**config.mk**
```make
export PLATFORM = sky130hd
export DESIGN_NAME = tcpg_top
export DESIGN_NICKNAME = d
export VERILOG_FILES = /design/src/rtl/tcpg_pkg.sv /design/src/rtl/tcpg_chan_if.sv /design/src/rtl/tcpg_top.sv /design/src/rtl/tcpg_channel.sv
export VERILOG_INCLUDE_DIRS = /design/src /design/src/rtl
export SDC_FILE = /design/constraint.sdc
export NUM_CORES = 1
export LEC_CHECK = 0
export ABC_AREA = 1
export BUFFER_PORTS_ARGS = -buffer_cell sky130_fd_sc_hd__buf_2
export CORE_UTILIZATION = 57
export CTS_BUF_LIST = sky130_fd_sc_hd__clkbuf_8
export CTS_CLUSTER_SIZE = 24
export DETAILED_ROUTE_END_ITERATION = 8
export PLACE_DENSITY_LB_ADDON = 0.25
export SLEW_MARGIN = 20
export SYNTH_ARGS = -nofsm -noshare
export SYNTH_HDL_FRONTEND = slang
export SYNTH_HIERARCHICAL = 1
export SYNTH_SLANG_ARGS = --single-unit
export TNS_END_PERCENT = 1
```
**constraint.sdc**
```tcl
create_clock -name core_clk -period 4.2 [get_ports core_clk]
set_clock_uncertainty 0.15 [all_clocks]
set_input_delay 0.84 -clock core_clk [delete_from_list [all_inputs] [get_ports core_clk]]
set_output_delay 0.84 -clock core_clk [all_outputs]
set_load 0.02 [all_outputs]
```
**src/rtl/tcpg_defines.svh**
```systemverilog
// register map, field positions, reset values and counts of the pulse generator
`ifndef TCPG_DEFINES_SVH
`define TCPG_DEFINES_SVH

// ----------------------------------------------------------------
// register byte addresses
// ----------------------------------------------------------------
`define TCPG_ADDR_W 24
`define TCPG_OFF_CHAN0 24'h010020
`define TCPG_OFF_CHAN1 24'h010024
`define TCPG_OFF_CHAN2 24'h010028
`define TCPG_OFF_IRQ_STAT 24'h010030
`define TCPG_OFF_IRQ_CLR 24'h010034
`define TCPG_OFF_IRQ_EN 24'h010038

// ----------------------------------------------------------------
// channel configuration fields
// ----------------------------------------------------------------
`define TCPG_HI_MSB 31
`define TCPG_HI_LSB 20
`define TCPG_LO_MSB 19
`define TCPG_LO_LSB 8
`define TCPG_DIV_MSB 7
`define TCPG_DIV_LSB 4
`define TCPG_PEND_BIT 3
`define TCPG_IE_BIT 2
`define TCPG_RSVD_BIT 1
`define TCPG_EN_BIT 0

// ----------------------------------------------------------------
// interrupt status layout, sizes and reset values
// ----------------------------------------------------------------
`define TCPG_STAT_LVL_LSB 4
`define TCPG_STAT_RUN_LSB 8
`define TCPG_CHANS 3
`define TCPG_CNT_W 12
`define TCPG_DIV_W 4
`define TCPG_PRE_W 15
`define TCPG_PRE_ALL 15'h7fff
`define TCPG_PRE_TOP 4'hf
`define TCPG_CFG_RESET 32'h00000000
`define TCPG_IRQ_EN_RESET 3'h7
`define TCPG_PERIPH_CLK_MHZ 96

`endif

```
**src/rtl/tcpg_pkg.sv**
```systemverilog
// types and helper functions of the three channel pulse generator
`include "tcpg_defines.svh"

package tcpg_pkg;

   typedef logic [`TCPG_ADDR_W-1:0] tcpg_addr_t;
   typedef logic [31:0] tcpg_word_t;

   // one channel's software settings
   typedef struct packed {
      logic [`TCPG_CNT_W-1:0] hi;
      logic [`TCPG_CNT_W-1:0] lo;
      logic [`TCPG_DIV_W-1:0] div;
      logic ie;
      logic en;
   } tcpg_cfg_t;

   // decoded register selection
   typedef enum logic [2:0] {
      TCPG_REG_CH0,
      TCPG_REG_CH1,
      TCPG_REG_CH2,
      TCPG_REG_STAT,
      TCPG_REG_CLR,
      TCPG_REG_EN,
      TCPG_REG_NONE
   } tcpg_reg_t;

   // prescaler mask: low div bits set
   function automatic logic [`TCPG_PRE_W-1:0] tcpg_div_mask(input logic [`TCPG_DIV_W-1:0] div);
      tcpg_div_mask = `TCPG_PRE_ALL >> (`TCPG_PRE_TOP - div);
   endfunction

endpackage

```
**src/rtl/tcpg_chan_if.sv**
```systemverilog
// settings and results passed between the register file and one channel
`timescale 1ns/1ps
`default_nettype none

interface tcpg_chan_if;
   import tcpg_pkg::*;
   tcpg_cfg_t cfg;
   logic pulse;
   logic done;
   logic running;

   modport regs (output cfg, input pulse, input done, input running);
   modport chan (input cfg, output pulse, output done, output running);
endinterface

`default_nettype wire

```
**src/rtl/tcpg_top.sv**
```systemverilog
// three channel pulse generator with apb registers and interrupts
//
// How it works
// - three independent channels, each with pin and register at 0x010020/24/28
// - output stays high for high count plus one divided periods
// - output stays low for low count plus one divided periods
// - divider code n divides the count clock by two to the n
// - bit 3 reads pending flag; writing one clears it
// - bit 2 enables the interrupt raised at each completed cycle
// - bit 0 enables pulse generation
// - bit 1 is reserved, has no function and reads zero
// - an enabled channel starts every sequence in the high phase
// - count clock is the peripheral clock, here core_clk
`timescale 1ns/1ps
`default_nettype none

module tcpg_top (
   input wire logic core_clk,
   input wire logic rst,
   input wire tcpg_pkg::tcpg_addr_t paddr,
   input wire logic psel,
   input wire logic penable,
   input wire logic pwrite,
   input wire tcpg_pkg::tcpg_word_t pwdata,
   output tcpg_pkg::tcpg_word_t prdata,
   output logic pready,
   output logic pslverr,
   output logic [`TCPG_CHANS-1:0] pwm_o,
   output logic [`TCPG_CHANS-1:0] irq_chan_o,
   output logic irq_o
);
   import tcpg_pkg::*;

   // ----------------------------------------------------------------
   // state
   // ----------------------------------------------------------------
   typedef struct packed {
      tcpg_cfg_t [`TCPG_CHANS-1:0] cfg;
      logic [`TCPG_CHANS-1:0] pend;
      logic [`TCPG_CHANS-1:0] irq_en;
      logic pready;
      tcpg_word_t prdata;
      logic pslverr;
      logic [`TCPG_CHANS-1:0] irq_chan;
      logic irq;
   } tcpg_top_st_t;

   tcpg_top_st_t st_ff;
   tcpg_top_st_t nxt_st;

   logic [`TCPG_CHANS-1:0] done_w;
   logic [`TCPG_CHANS-1:0] pulse_w;
   logic [`TCPG_CHANS-1:0] run_w;
   logic [`TCPG_CHANS-1:0] clr;
   logic [`TCPG_CHANS-1:0] ie_vec;
   logic setup_ph;
   logic access_ph;
   tcpg_reg_t sel;

   // ----------------------------------------------------------------
   // helpers
   // ----------------------------------------------------------------

   // address to register
   function automatic tcpg_reg_t reg_decode(input tcpg_addr_t a);
      case (a)
         `TCPG_OFF_CHAN0: reg_decode = TCPG_REG_CH0;
         `TCPG_OFF_CHAN1: reg_decode = TCPG_REG_CH1;
         `TCPG_OFF_CHAN2: reg_decode = TCPG_REG_CH2;
         `TCPG_OFF_IRQ_STAT: reg_decode = TCPG_REG_STAT;
         `TCPG_OFF_IRQ_CLR: reg_decode = TCPG_REG_CLR;
         `TCPG_OFF_IRQ_EN: reg_decode = TCPG_REG_EN;
         default: reg_decode = TCPG_REG_NONE;
      endcase
   endfunction

   // channel settings and pending flag to register word
   function automatic tcpg_word_t cfg_word(input tcpg_cfg_t c, input logic p);
      cfg_word = `TCPG_CFG_RESET;
      cfg_word[`TCPG_HI_MSB:`TCPG_HI_LSB] = c.hi;
      cfg_word[`TCPG_LO_MSB:`TCPG_LO_LSB] = c.lo;
      cfg_word[`TCPG_DIV_MSB:`TCPG_DIV_LSB] = c.div;
      cfg_word[`TCPG_PEND_BIT] = p;
      cfg_word[`TCPG_IE_BIT] = c.ie;
      cfg_word[`TCPG_RSVD_BIT] = 1'b0;
      cfg_word[`TCPG_EN_BIT] = c.en;
   endfunction

   // register word to channel settings, reserved bit dropped
   function automatic tcpg_cfg_t word_cfg(input tcpg_word_t w);
      word_cfg.hi = w[`TCPG_HI_MSB:`TCPG_HI_LSB];
      word_cfg.lo = w[`TCPG_LO_MSB:`TCPG_LO_LSB];
      word_cfg.div = w[`TCPG_DIV_MSB:`TCPG_DIV_LSB];
      word_cfg.ie = w[`TCPG_IE_BIT];
      word_cfg.en = w[`TCPG_EN_BIT];
   endfunction

   // status word: pending, live pin levels, running channels
   function automatic tcpg_word_t stat_word(
      input logic [`TCPG_CHANS-1:0] p,
      input logic [`TCPG_CHANS-1:0] lvl,
      input logic [`TCPG_CHANS-1:0] run
   );
      stat_word = `TCPG_CFG_RESET;
      stat_word[`TCPG_CHANS-1:0] = p;
      stat_word[`TCPG_STAT_LVL_LSB +: `TCPG_CHANS] = lvl;
      stat_word[`TCPG_STAT_RUN_LSB +: `TCPG_CHANS] = run;
   endfunction

   // ----------------------------------------------------------------
   // channels
   // ----------------------------------------------------------------
   for (genvar i = 0; i < `TCPG_CHANS; i++) begin : g_chan
      tcpg_chan_if ch_if ();

      // settings go out, pin level and cycle end come back
      assign ch_if.cfg = st_ff.cfg[i];
      assign done_w[i] = ch_if.done;
      assign pulse_w[i] = ch_if.pulse;
      assign run_w[i] = ch_if.running;

      // core_clk stands in as the undivided count clock
      tcpg_channel u_chan (
         .core_clk (core_clk),
         .rst (rst),
         .ch (ch_if.chan)
      );
   end

   // ----------------------------------------------------------------
   // bus phases
   // ----------------------------------------------------------------

   // setup is answered next cycle; access edge commits
   assign setup_ph = psel && !penable;
   assign access_ph = psel && penable && st_ff.pready;
   assign sel = reg_decode(paddr);

   // interrupt enable bits of the channel registers
   always_comb begin
      for (int i = 0; i < `TCPG_CHANS; i++) begin
         ie_vec[i] = st_ff.cfg[i].ie;
      end
   end

   // ----------------------------------------------------------------
   // next state
   // ----------------------------------------------------------------
   always_comb begin
      nxt_st = st_ff;
      clr = '0;
      nxt_st.pready = 1'b0;

      // setup: fetch read data and error for the access phase
      if (setup_ph) begin
         nxt_st.pready = 1'b1;
         nxt_st.pslverr = (sel == TCPG_REG_NONE);
         nxt_st.prdata = `TCPG_CFG_RESET;
         if (!pwrite) begin
            case (sel)
               TCPG_REG_CH0: nxt_st.prdata = cfg_word(st_ff.cfg[0], st_ff.pend[0]);
               TCPG_REG_CH1: nxt_st.prdata = cfg_word(st_ff.cfg[1], st_ff.pend[1]);
               TCPG_REG_CH2: nxt_st.prdata = cfg_word(st_ff.cfg[2], st_ff.pend[2]);
               TCPG_REG_STAT: nxt_st.prdata = stat_word(st_ff.pend, pulse_w, run_w);
               TCPG_REG_EN: nxt_st.prdata[`TCPG_CHANS-1:0] = st_ff.irq_en;
               default: nxt_st.prdata = `TCPG_CFG_RESET;
            endcase
         end
      end

      // access: writes take effect on this edge only
      if (access_ph) begin
         nxt_st.pslverr = 1'b0;
         if (pwrite) begin
            case (sel)
               TCPG_REG_CH0: begin
                  nxt_st.cfg[0] = word_cfg(pwdata);
                  clr[0] = pwdata[`TCPG_PEND_BIT];
               end
               TCPG_REG_CH1: begin
                  nxt_st.cfg[1] = word_cfg(pwdata);
                  clr[1] = pwdata[`TCPG_PEND_BIT];
               end
               TCPG_REG_CH2: begin
                  nxt_st.cfg[2] = word_cfg(pwdata);
                  clr[2] = pwdata[`TCPG_PEND_BIT];
               end
               TCPG_REG_CLR: clr = pwdata[`TCPG_CHANS-1:0];
               TCPG_REG_EN: nxt_st.irq_en = pwdata[`TCPG_CHANS-1:0];
               default: nxt_st.irq_en = st_ff.irq_en;
            endcase
         end
      end

      // pending flags: cycle end sets, set wins over clear
      nxt_st.pend = (st_ff.pend & ~clr) | done_w;

      // channel requests and the merged interrupt line
      nxt_st.irq_chan = nxt_st.pend & ie_vec;
      for (int i = 0; i < `TCPG_CHANS; i++) begin
         nxt_st.irq_chan[i] = nxt_st.pend[i] & nxt_st.cfg[i].ie;
      end
      nxt_st.irq = |(nxt_st.irq_chan & nxt_st.irq_en);
   end

   // ----------------------------------------------------------------
   // state register
   // ----------------------------------------------------------------
   always_ff @(posedge core_clk or posedge rst) begin
      if (rst) begin
         st_ff <= '0;
         st_ff.irq_en <= `TCPG_IRQ_EN_RESET;
      end else begin
         st_ff <= nxt_st;
      end
   end

   // ----------------------------------------------------------------
   // outputs
   // ----------------------------------------------------------------
   assign prdata = st_ff.prdata;
   assign pready = st_ff.pready;
   assign pslverr = st_ff.pslverr;
   assign pwm_o = pulse_w;
   assign irq_chan_o = st_ff.irq_chan;
   assign irq_o = st_ff.irq;

endmodule // tcpg_top

`default_nettype wire

```
**src/rtl/tcpg_channel.sv**
```systemverilog
// one pulse channel: prescaler, phase counter and output level
`timescale 1ns/1ps
`default_nettype none

module tcpg_channel (
   input wire logic core_clk,
   input wire logic rst,
   tcpg_chan_if.chan ch
);
   import tcpg_pkg::*;

   typedef struct packed {
      logic [`TCPG_PRE_W-1:0] pre;
      logic [`TCPG_CNT_W-1:0] cnt;
      logic run;
      logic low_phase;
      logic pulse;
      logic done;
   } tcpg_chan_st_t;

   tcpg_chan_st_t st_ff;
   tcpg_chan_st_t nxt_st;
   logic [`TCPG_PRE_W-1:0] mask;
   logic tick;

   // ----------------------------------------------------------------
   // next state
   // ----------------------------------------------------------------
   always_comb begin
      mask = tcpg_div_mask(ch.cfg.div);
      tick = (st_ff.pre & mask) == mask;
      nxt_st = st_ff;
      nxt_st.done = 1'b0;
      if (!ch.cfg.en) begin
         nxt_st = '0;
      end else if (!st_ff.run) begin
         nxt_st.run = 1'b1;
         nxt_st.pulse = 1'b1;
      end else begin
         nxt_st.pre = st_ff.pre + 1'b1;
         if (tick) begin
            if (!st_ff.low_phase) begin
               if (st_ff.cnt == ch.cfg.hi) begin
                  nxt_st.low_phase = 1'b1;
                  nxt_st.pulse = 1'b0;
                  nxt_st.cnt = '0;
               end else begin
                  nxt_st.cnt = st_ff.cnt + 1'b1;
               end
            end else begin
               if (st_ff.cnt == ch.cfg.lo) begin
                  nxt_st.low_phase = 1'b0;
                  nxt_st.pulse = 1'b1;
                  nxt_st.done = 1'b1;
                  nxt_st.cnt = '0;
               end else begin
                  nxt_st.cnt = st_ff.cnt + 1'b1;
               end
            end
         end
      end
   end

   // ----------------------------------------------------------------
   // state register
   // ----------------------------------------------------------------
   always_ff @(posedge core_clk or posedge rst) begin
      if (rst) begin
         st_ff <= '0;
      end else begin
         st_ff <= nxt_st;
      end
   end

   assign ch.pulse = st_ff.pulse;
   assign ch.done = st_ff.done;
   assign ch.running = st_ff.run;

endmodule // tcpg_channel

`default_nettype wire

```
* After elaboration in Yosys (flattened, before gate mapping)
Index checks and enable logic that the tools add are counted.
** Word-level totals
- Flip-flop bits (word level) :: 227
- Output and inout bits :: 41
- Word-level logic and storage cells :: 175
** Cells by class
- Add/subtract/negate cells :: 9
- Equal/unequal tests :: 36
- Shift operators :: 3
- Muxes and demuxes :: 61
- Bitwise operators :: 10
- Reduce and logical (&&, ||, !) cells :: 16
** Operators with widths (count)
- $eq A24 B17 Y1 const B :: 6
- $mux W12 :: 12
- $mux W62 :: 2
- $pmux W29 S4 :: 1
- $mux W31 :: 3
- $mux W27 :: 3
- $eq A12 B12 Y1 :: 6
- $mux W30 :: 2
- $add A15 B1 Y15 const B :: 3
- $and A15 B15 Y15 :: 3
- $eq A15 B15 Y1 :: 3
- $shr A15 B4 Y15 const A :: 3
- $add A12 B1 Y12 const B :: 3
- $mux W34 :: 1
- $mux W3 :: 11
- $mux W32 :: 1
- $ne A4 B4 Y1 const B :: 6
- $pmux W3 S6 :: 1
- $reduce_and A3 Y1 :: 6
- $pmux W3 S5 :: 1
- $mux W2 :: 7
- $mux W1 :: 13
- $ne A2 B1 Y1 const B :: 6
- $sub A4 B4 Y4 const A :: 3
- other kinds (15) :: 29

* Depth between registers and ports, before layout
Gate-level depths: netlist of run 1.
- Depth after elaboration :: 12
- Gate-level depth with buffers :: 13

* Hierarchy
The synthesis of run 1 kept the hierarchy.
** By module, submodules not included
- tcpg_channel :: times used 3, cells an instance 438, area each 2617.5 sq um
- tcpg_top :: times used 1, cells an instance 775, area each 6427.4 sq um

* Worst setup path before layout of run 1
No wires, ideal clock.
- Path type :: input to register
- From :: input paddr[7]
- To :: register st_ff (netlist bit g_chan[0].ch_if.cfg[5])
- Setup time :: 0.130 ns
- Arrival time :: 1.846 ns
- Data required time :: 3.920 ns
- Setup slack :: 2.074 ns
- Cell stages on the path :: 10
- Path buffers :: 2
- Path through :: nor2_1 nand2_2 nor2_2 nand3_2 inv_2 nand2_2 buf_4 buf_6 nand2_1 o21ai_1
** On the way
- Longest elaborated chain between the ends :: 4
- Elaborated cells between the ends (all ways) :: 9
** RTL lines
- start, declared :: line tcpg_top.sv:20 : input wire tcpg_pkg::tcpg_addr_t paddr,
- $eq A24 B17 Y1 :: line tcpg_top.sv:66 : case (a)
- $pmux W3 S6 * :: line tcpg_top.sv:66
- $logic_not A3 Y1 * :: line tcpg_top.sv:175 : case (sel)
- $reduce_and A3 Y1 (no source line) *
- end signal, assigned :: line tcpg_top.sv:214 : st_ff <= nxt_st;
- end, declared :: line tcpg_top.sv:48 : tcpg_top_st_t st_ff;
Mark *: on every way between the ends. The rest lies on a longest branch, timed or not.
A chain may end at the register's enable or synchronous reset.

* Worst setup path in the final report of run 1
- From :: input paddr[23]
- To :: register st_ff (netlist bit g_chan[2].ch_if.cfg[4])
** On the way
- Longest elaborated chain between the ends :: 4
- Elaborated cells between the ends (all ways) :: 9
** RTL lines (line)
- $eq A24 B17 Y1 :: tcpg_top.sv:66
- $pmux W3 S6 * :: tcpg_top.sv:66
- $eq A3 B2 Y1 * :: tcpg_top.sv:175
- $reduce_and A3 Y1 (no source line) *
Marked as above.

==> run_results.csv, run 1 <==
group,metric,value,unit
status,status,"finished clean",
pwr,leakagePower,0.00818,uW
place,place_ws,1280,ps
clock_network,cts_resized,0,
synth,synth_flop_cell,"dfrtp_1",
die,num_io_pins,102,
critical_path,r2r-start,"pready$_DFF_PP0_",
timing,layout_setup_ws,1840,ps
global_routing,grtUsageTotal,31.3,%
place,dpl.hpwl,29700,um
die,dieHeight,160,um
die,dieArea,25700,um^2
synth,ys_types,38,
synth,ys_warn_count,6,
timing,finalSetupViolations,0,
detailed_routing,ant_nets,0,
synth,async_reset_ff_share,100,%
pwr,ir_worst_vdd,0.267,mV
critical_path,reg2reg_slack,2010,ps
critical_path,start_kind,"primary input",
layout,diodes,0,
timing,slew_viol_final,0,
clock_network,clock_latency,580,ps
place,port_buffers,101,
timing,worst_pin_slew,1090,ps
clock_network,clk_pin_slew_worst_paths,60,ps
critical_path,crit_start,"paddr[23]",
clock_network,h-tree-depth,2,
detailed_routing,via_per_inst,5.37,
global_routing,antenna_found_initial,0,
critical_path,endpoint,"g_chan[2].ch_if.cfg[4]$_DFFE_PP0P_",
clock_network,cts_max_path_buffers,3,
die,initial_core_util,58.4,%
global_routing,grt_pass1_vias,12500,
clock_network,cts.sinks,227,
clock_network,numCtsBuffers,40,
job,drv_cap,0,
synth,yosys_register_bits,227,
timing,slew_headroom,27.5,%
detailed_routing,drt-total-wl,39200,um
global_routing,grt_pass1_wl,64300,um
timing,hold_viol,0,
synth,syn_area,14300,um^2
synth,synth_seq_area_share,39.8,%
layout,finalNetCount,2199,
critical_path,rr_worst_depth,4,
pwr,power_density,298,nW/um^2
detailed_routing,wire_per_inst,15.8,um
detailed_routing,vias,13300,
place,dpl_cell_area,14500,um^2
timing,setup_tns,0,ps
hold_path,hp-class,"primary input to async pin",
die,core-area,24500,um^2
layout,design_area,15400,um^2
layout,drive_above_1_share,12.3,%
detailed_routing,dr.pass1.iters,8,
clock_network,cts_root_buffer,"clkbuf_8",
die,die-width,160,um
critical_path,critPathKind,"primary input to flop",
layout,synthToLayoutAreaGrowth,8.05,%
clock_network,post_cts.repair.setup_buffers,0,
pwr,p_total,4600,uW
detailed_routing,drcViolationCount,0,
global_routing,grt_overflow,0,
place,gp_congestion,0.975,
synth,synth_edf_count,0,
die,placement_rows,57,
critical_path,cp_max_fo,58,
global_routing,grt_max_degree,59,
critical_path,worstPathRequired,4460,ps
synth,syn_area_per_cell,6.84,um^2
critical_path,end_kind,"flop",
clock_network,hold_buffers,0,
critical_path,cp_data_arrival_time,2620,ps
timing,layout_min_cycle_time,2360,ps
synth,synthesis.nets,2156,
clock_network,cts_tree,"yes",
detailed_routing,drtIter0Drc,1201,
layout,final_common_cell,"nand2_1",
synth,synthCells,2089,
timing,rsz0062_at_grt,"false",
layout,layout_common_cells,"nand2_1 (762), inv_1 (276), dfrtp_1 (224), nor2_1 (148), nand3_1 (129)",
timing,min_period_over_period,56.3,%
critical_path,reg2reg_to,"g_chan[1].ch_if.cfg[25]$_DFFE_PP0P_",
timing,maxClockFrequency,423,MHz
==> layout make-up <==
type | count | area [um^2]
repair buffers | 114 | 603
clock buffers | 48 | 661
multi-input cells | 1459 | 6740
clock inverters | 26 | 233
flip-flops and latches | 227 | 5680
fillers | 2272 | 9030
well taps | 324 | 405
inverters | 290 | 1100
==> synth_stat cells (4+ instances only) <==
cell,n,area (um^2)
xnor2_1,18,158
nor3_1,36,180
nand3_1,129,646
a22oi_1,17,128
nor2_1,149,559
nand2_1,762,2860
buf_6,17,191
inv_2,14,52.6
nor2_2,10,62.6
dfrtp_1,224,5610
nor4_1,12,75.1
ha_1,6,75.1
xor2_1,18,158
o21ai_1,78,390
nand4_1,57,357
inv_1,269,1010
a21oi_1,31,155
nand2_2,24,150
clkinv_1,4,15.0
o21ai_0,66,330
and3_1,5,31.3
clkbuf_1,17,63.8
nor2_4,9,101
buf_2,27,135
buf_4,45,338
buf_1,4,15.0
nand3_2,14,140
==> how the worst min path moves through the flow <==
stage | start | end | slack (ps) | cells past startpoint
4_1_cts | rst | g_chan[0].u_chan/ch.running$_DFF_PP0_ | 270 | 2
6_report | rst | g_chan[0].u_chan/st_ff[16]$_DFFE_PP0P_ | 280 | 2
3_5_place_dp | g_chan[0].u_chan/st_ff[28]$_DFFE_PP0P_ | g_chan[0].u_chan/st_ff[28]$_DFFE_PP0P_ | 310 | 1
5_1_grt | rst | g_chan[0].u_chan/ch.running$_DFF_PP0_ | 320 | 2
3_3_place_gp | g_chan[0].u_chan/st_ff[28]$_DFFE_PP0P_ | g_chan[0].u_chan/st_ff[28]$_DFFE_PP0P_ | 300 | 1
2_1_floorplan | g_chan[0].ch_if.cfg[0]$_DFFE_PP0P_ | g_chan[0].u_chan/ch.running$_DFF_PP0_ | 280 | 0
==> metrics by stage <==
stage / hold WS [ps] / cells / util, %
floorplan: 279 / 2089 / -
global placement: 301 / 2414 / 59.4
detailed placement: 309 / 2414 / 59.4
CTS: 272 / 2488 / 63.1
global route: 323 / 2488 / 63.1
finish: 276 / 2488 / 63.1
==> registers in the layout, summed over array words and instances (netlist names) <==
register,cells
irq_chan_o,3
pslverr,1
g_chan.u_chan/ch.done,3
g_chan.u_chan/ch.running,3
irq_o,1
pready,1
g_chan.u_chan/st_ff,84
g_chan.ch_if.cfg,90
prdata,32
st_ff,6
g_chan.u_chan/ch.pulse,3
==> critical path, stage by stage <==
cell	delay, ps
buf_2	90
nor2_1	90
nand2_1	90
nor2_4	300
nand3_2	140
inv_2	440
nand2_2	80
buf_4	320
nand2_1	120
o21ai_1	70
==> report_power, final <==
part	leakage (uW)	total [uW]	switching (uW)	internal (uW)
combinational	0.00455	141	107	34.0
clock	0.000498	2270	971	1300
sequential	0.00313	2190	0.652	2190
total	0.00818	4600	1080	3520
==> cell families (layout without fill, tap and decap cells) <==
| logic type | after synthesis | count (layout) | synth area share, % |
|---|---|---|---|
| adder cells (fa/ha/maj) | 6 | 6 | 0.526 |
| AND/OR/NAND/NOR | 1217 | 1217 | 37.0 |
| XOR/XNOR | 36 | 36 | 2.21 |
| buffers and inverters | 403 | 478 | 13.0 |
| flip-flops | 227 | 227 | 39.8 |
| AO/OA/AOI/OAI | 200 | 200 | 7.52 |
==> routing by layer <==
layer / track usage (%) / vias up / routed length (um)
li1: - / 6604 / -
met1: 43.4 / 6264 / 17600
met2: 50.6 / 410 / 18000
met3: 4.03 / 71 / 2470
met4: 11.1 / 0 / 1140
met5: 0 / - / 0
No activity file was read; power rests on OpenSTA's default activity.
==> run 2: changes to the inputs <==
clock period = 2.1 ns   (was 4.2 ns; I/O delays follow)
==> run 2 against run 1 <==
Sequential share of layout area decreased by 0.72 points; largest power group is now sequential cells; sequential power grew 100%; non-clock buffer count is 38 higher; combinational power increased by 110%; total power increased by 91%; largest cell class unchanged; cell count rose by 1.4%; register-to-register slack got worse by 1900 ps; critical path depth is 2 lower.
==> run_results.csv, run 2 (synthesis results as in run 1) <==
group,metric,value,unit
detailed_routing,via_per_inst,5.47,
timing,layout_min_cycle_time,1940,ps
place,port_buffers,101,
global_routing,grt_overflow,0,
global_routing,antenna_found_initial,0,
pwr,ir_worst_vdd,0.472,mV
die,num_io_pins,102,
timing,slew_headroom,62.2,%
clock_network,cts_max_path_buffers,3,
pwr,leakagePower,0.00838,uW
clock_network,cts_tree,"yes",
detailed_routing,drtIter0Drc,1165,
global_routing,grt_pass1_wl,67900,um
die,placement_rows,57,
detailed_routing,vias,13800,
global_routing,grt_pass1_vias,13000,
clock_network,post_cts.repair.setup_buffers,0,
critical_path,rr_worst_depth,8,
timing,worst_pin_slew,566,ps
place,gp_congestion,0.927,
timing,rsz0062_at_grt,"false",
die,die-width,160,um
place,place_ws,43.0,ps
critical_path,cp_data_arrival_time,2270,ps
layout,largest_reg_flops,90,
status,status,"finished clean",
layout,layout_common_cells,"nand2_1 (762), inv_1 (280), dfrtp_1 (221), nor2_1 (148), nand3_1 (128)",
place,dpl.hpwl,31700,um
timing,maxClockFrequency,515,MHz
critical_path,end_kind,"flop",
clock_network,clk_pin_slew_worst_paths,60,ps
timing,finalSetupViolations,0,
place,dpl_cell_area,14900,um^2
die,initial_core_util,58.4,%
layout,finalNetCount,2238,
clock_network,numCtsBuffers,41,
detailed_routing,dr.pass1.iters,5,
layout,synthToLayoutAreaGrowth,10.3,%
clock_network,cts_root_buffer,"clkbuf_8",
critical_path,cp_max_fo,7,
layout,drive_above_1_share,13.5,%
critical_path,start_kind,"flop",
layout,final_util,64.4,%
timing,hold_viol,0,
detailed_routing,drt-total-wl,41800,um
global_routing,grt_max_degree,83,
clock_network,h-tree-depth,2,
detailed_routing,ant_nets,0,
detailed_routing,drcViolationCount,0,
layout,diodes,0,
layout,ff_latch_area,5690,um^2
critical_path,worstPathRequired,2430,ps
hold_path,hp-class,"primary input to flop",
pwr,power_density,559,nW/um^2
job,drv_cap,0,
die,dieHeight,160,um
layout,multi_input_area,6750,um^2
timing,setup_tns,0,ps
timing,min_period_over_period,92.4,%
global_routing,grtUsageTotal,33.3,%
timing,slew_viol_final,0,
layout,final_common_cell,"nand2_1",
clock_network,cts.sinks,227,
critical_path,critPathKind,"flop to flop",
timing,layout_setup_ws,160,ps
die,dieArea,25700,um^2
layout,design_area,15700,um^2
detailed_routing,wire_per_inst,16.6,um
clock_network,clock_latency,560,ps
hold_path,hold_path_depth,3,
layout,nFillCells,2288,
die,core-area,24500,um^2
==> run 2: layer usage <==
metal | track usage, % | wire [um] | share of wire (%) | up-vias
met3 | 5.74 | 3530 | 8.4 | 103
li1 | - | - | - | 6692
met4 | 11.4 | 1260 | 3.0 | 0
met5 | 0 | 0 | 0 | -
met2 | 54.2 | 19300 | 46 | 573
met1 | 44.9 | 17700 | 42 | 6424
==> run 2: layout make-up <==
type / count / area share (%)
timing repair buffer: 152 / 6.34
inverter: 290 / 6.98
multi-input combinational: 1459 / 42.9
tap: 324 / 2.57
sequential: 227 / 36.1
clock inverter: 20 / 0.763
clock buffer: 50 / 4.37
==> run 2: per-stage QoR <==
step | hold slack [ps] | instances | power [uW]
2_1_floorplan | 279 | 2089 | 4600
3_3_place_gp | 297 | 2448 | 4750
3_5_place_dp | 302 | 2448 | 4760
4_1_cts | 2.49 | 2522 | 8880
5_1_grt | 19.2 | 2522 | 9110
6_report | 14.3 | 2522 | 8810
==> run 2: repair_timing <==
item | CTS | global route
endpoints found under the hold margin | 105 | 0
hold buffers | 4 | 0
setup endpoints to repair | 0 | 6
gates resized for setup | 0 | 4
==> run 2: path summary, 6_finish.rpt <==
path | start | endpoint | slack [ps]
setup reg to reg | g_chan[1].ch_if.cfg[3]$_DFFE_PP0P_ | g_chan[1].u_chan/ch.done$_DFF_PP0_ | 160
hold reg to reg | g_chan[2].u_chan/st_ff[28]$_DFFE_PP0P_ | g_chan[2].u_chan/st_ff[28]$_DFFE_PP0P_ | 310
max in group asynchronous | rst | g_chan[2].ch_if.cfg[18]$_DFFE_PP0P_ | 720
min in group asynchronous | rst | g_chan[2].ch_if.cfg[3]$_DFFE_PP0P_ | 300
setup / recovery | g_chan[1].ch_if.cfg[3]$_DFFE_PP0P_ | g_chan[1].u_chan/ch.done$_DFF_PP0_ | 160
hold / removal | pwdata[26] | g_chan[1].ch_if.cfg[24]$_DFFE_PP0P_ | 10
==> run 2: critical path, cell delays in order (launching register included) <==
cell and delay (ps):
dfrtp_1 470, nor2_1 170, nand2_1 70, nand2_1 60, nand3_1 70, o21ai_1 250, nand2_1 200, nor2_1 220
nor3b_2 230
==> run 2: power by group <==
group | switching [uW] | internal, uW | total (uW)
Clock | 1850 | 2270 | 4130
Combinational | 221 | 79.3 | 300
Sequential | 1.28 | 4380 | 4380
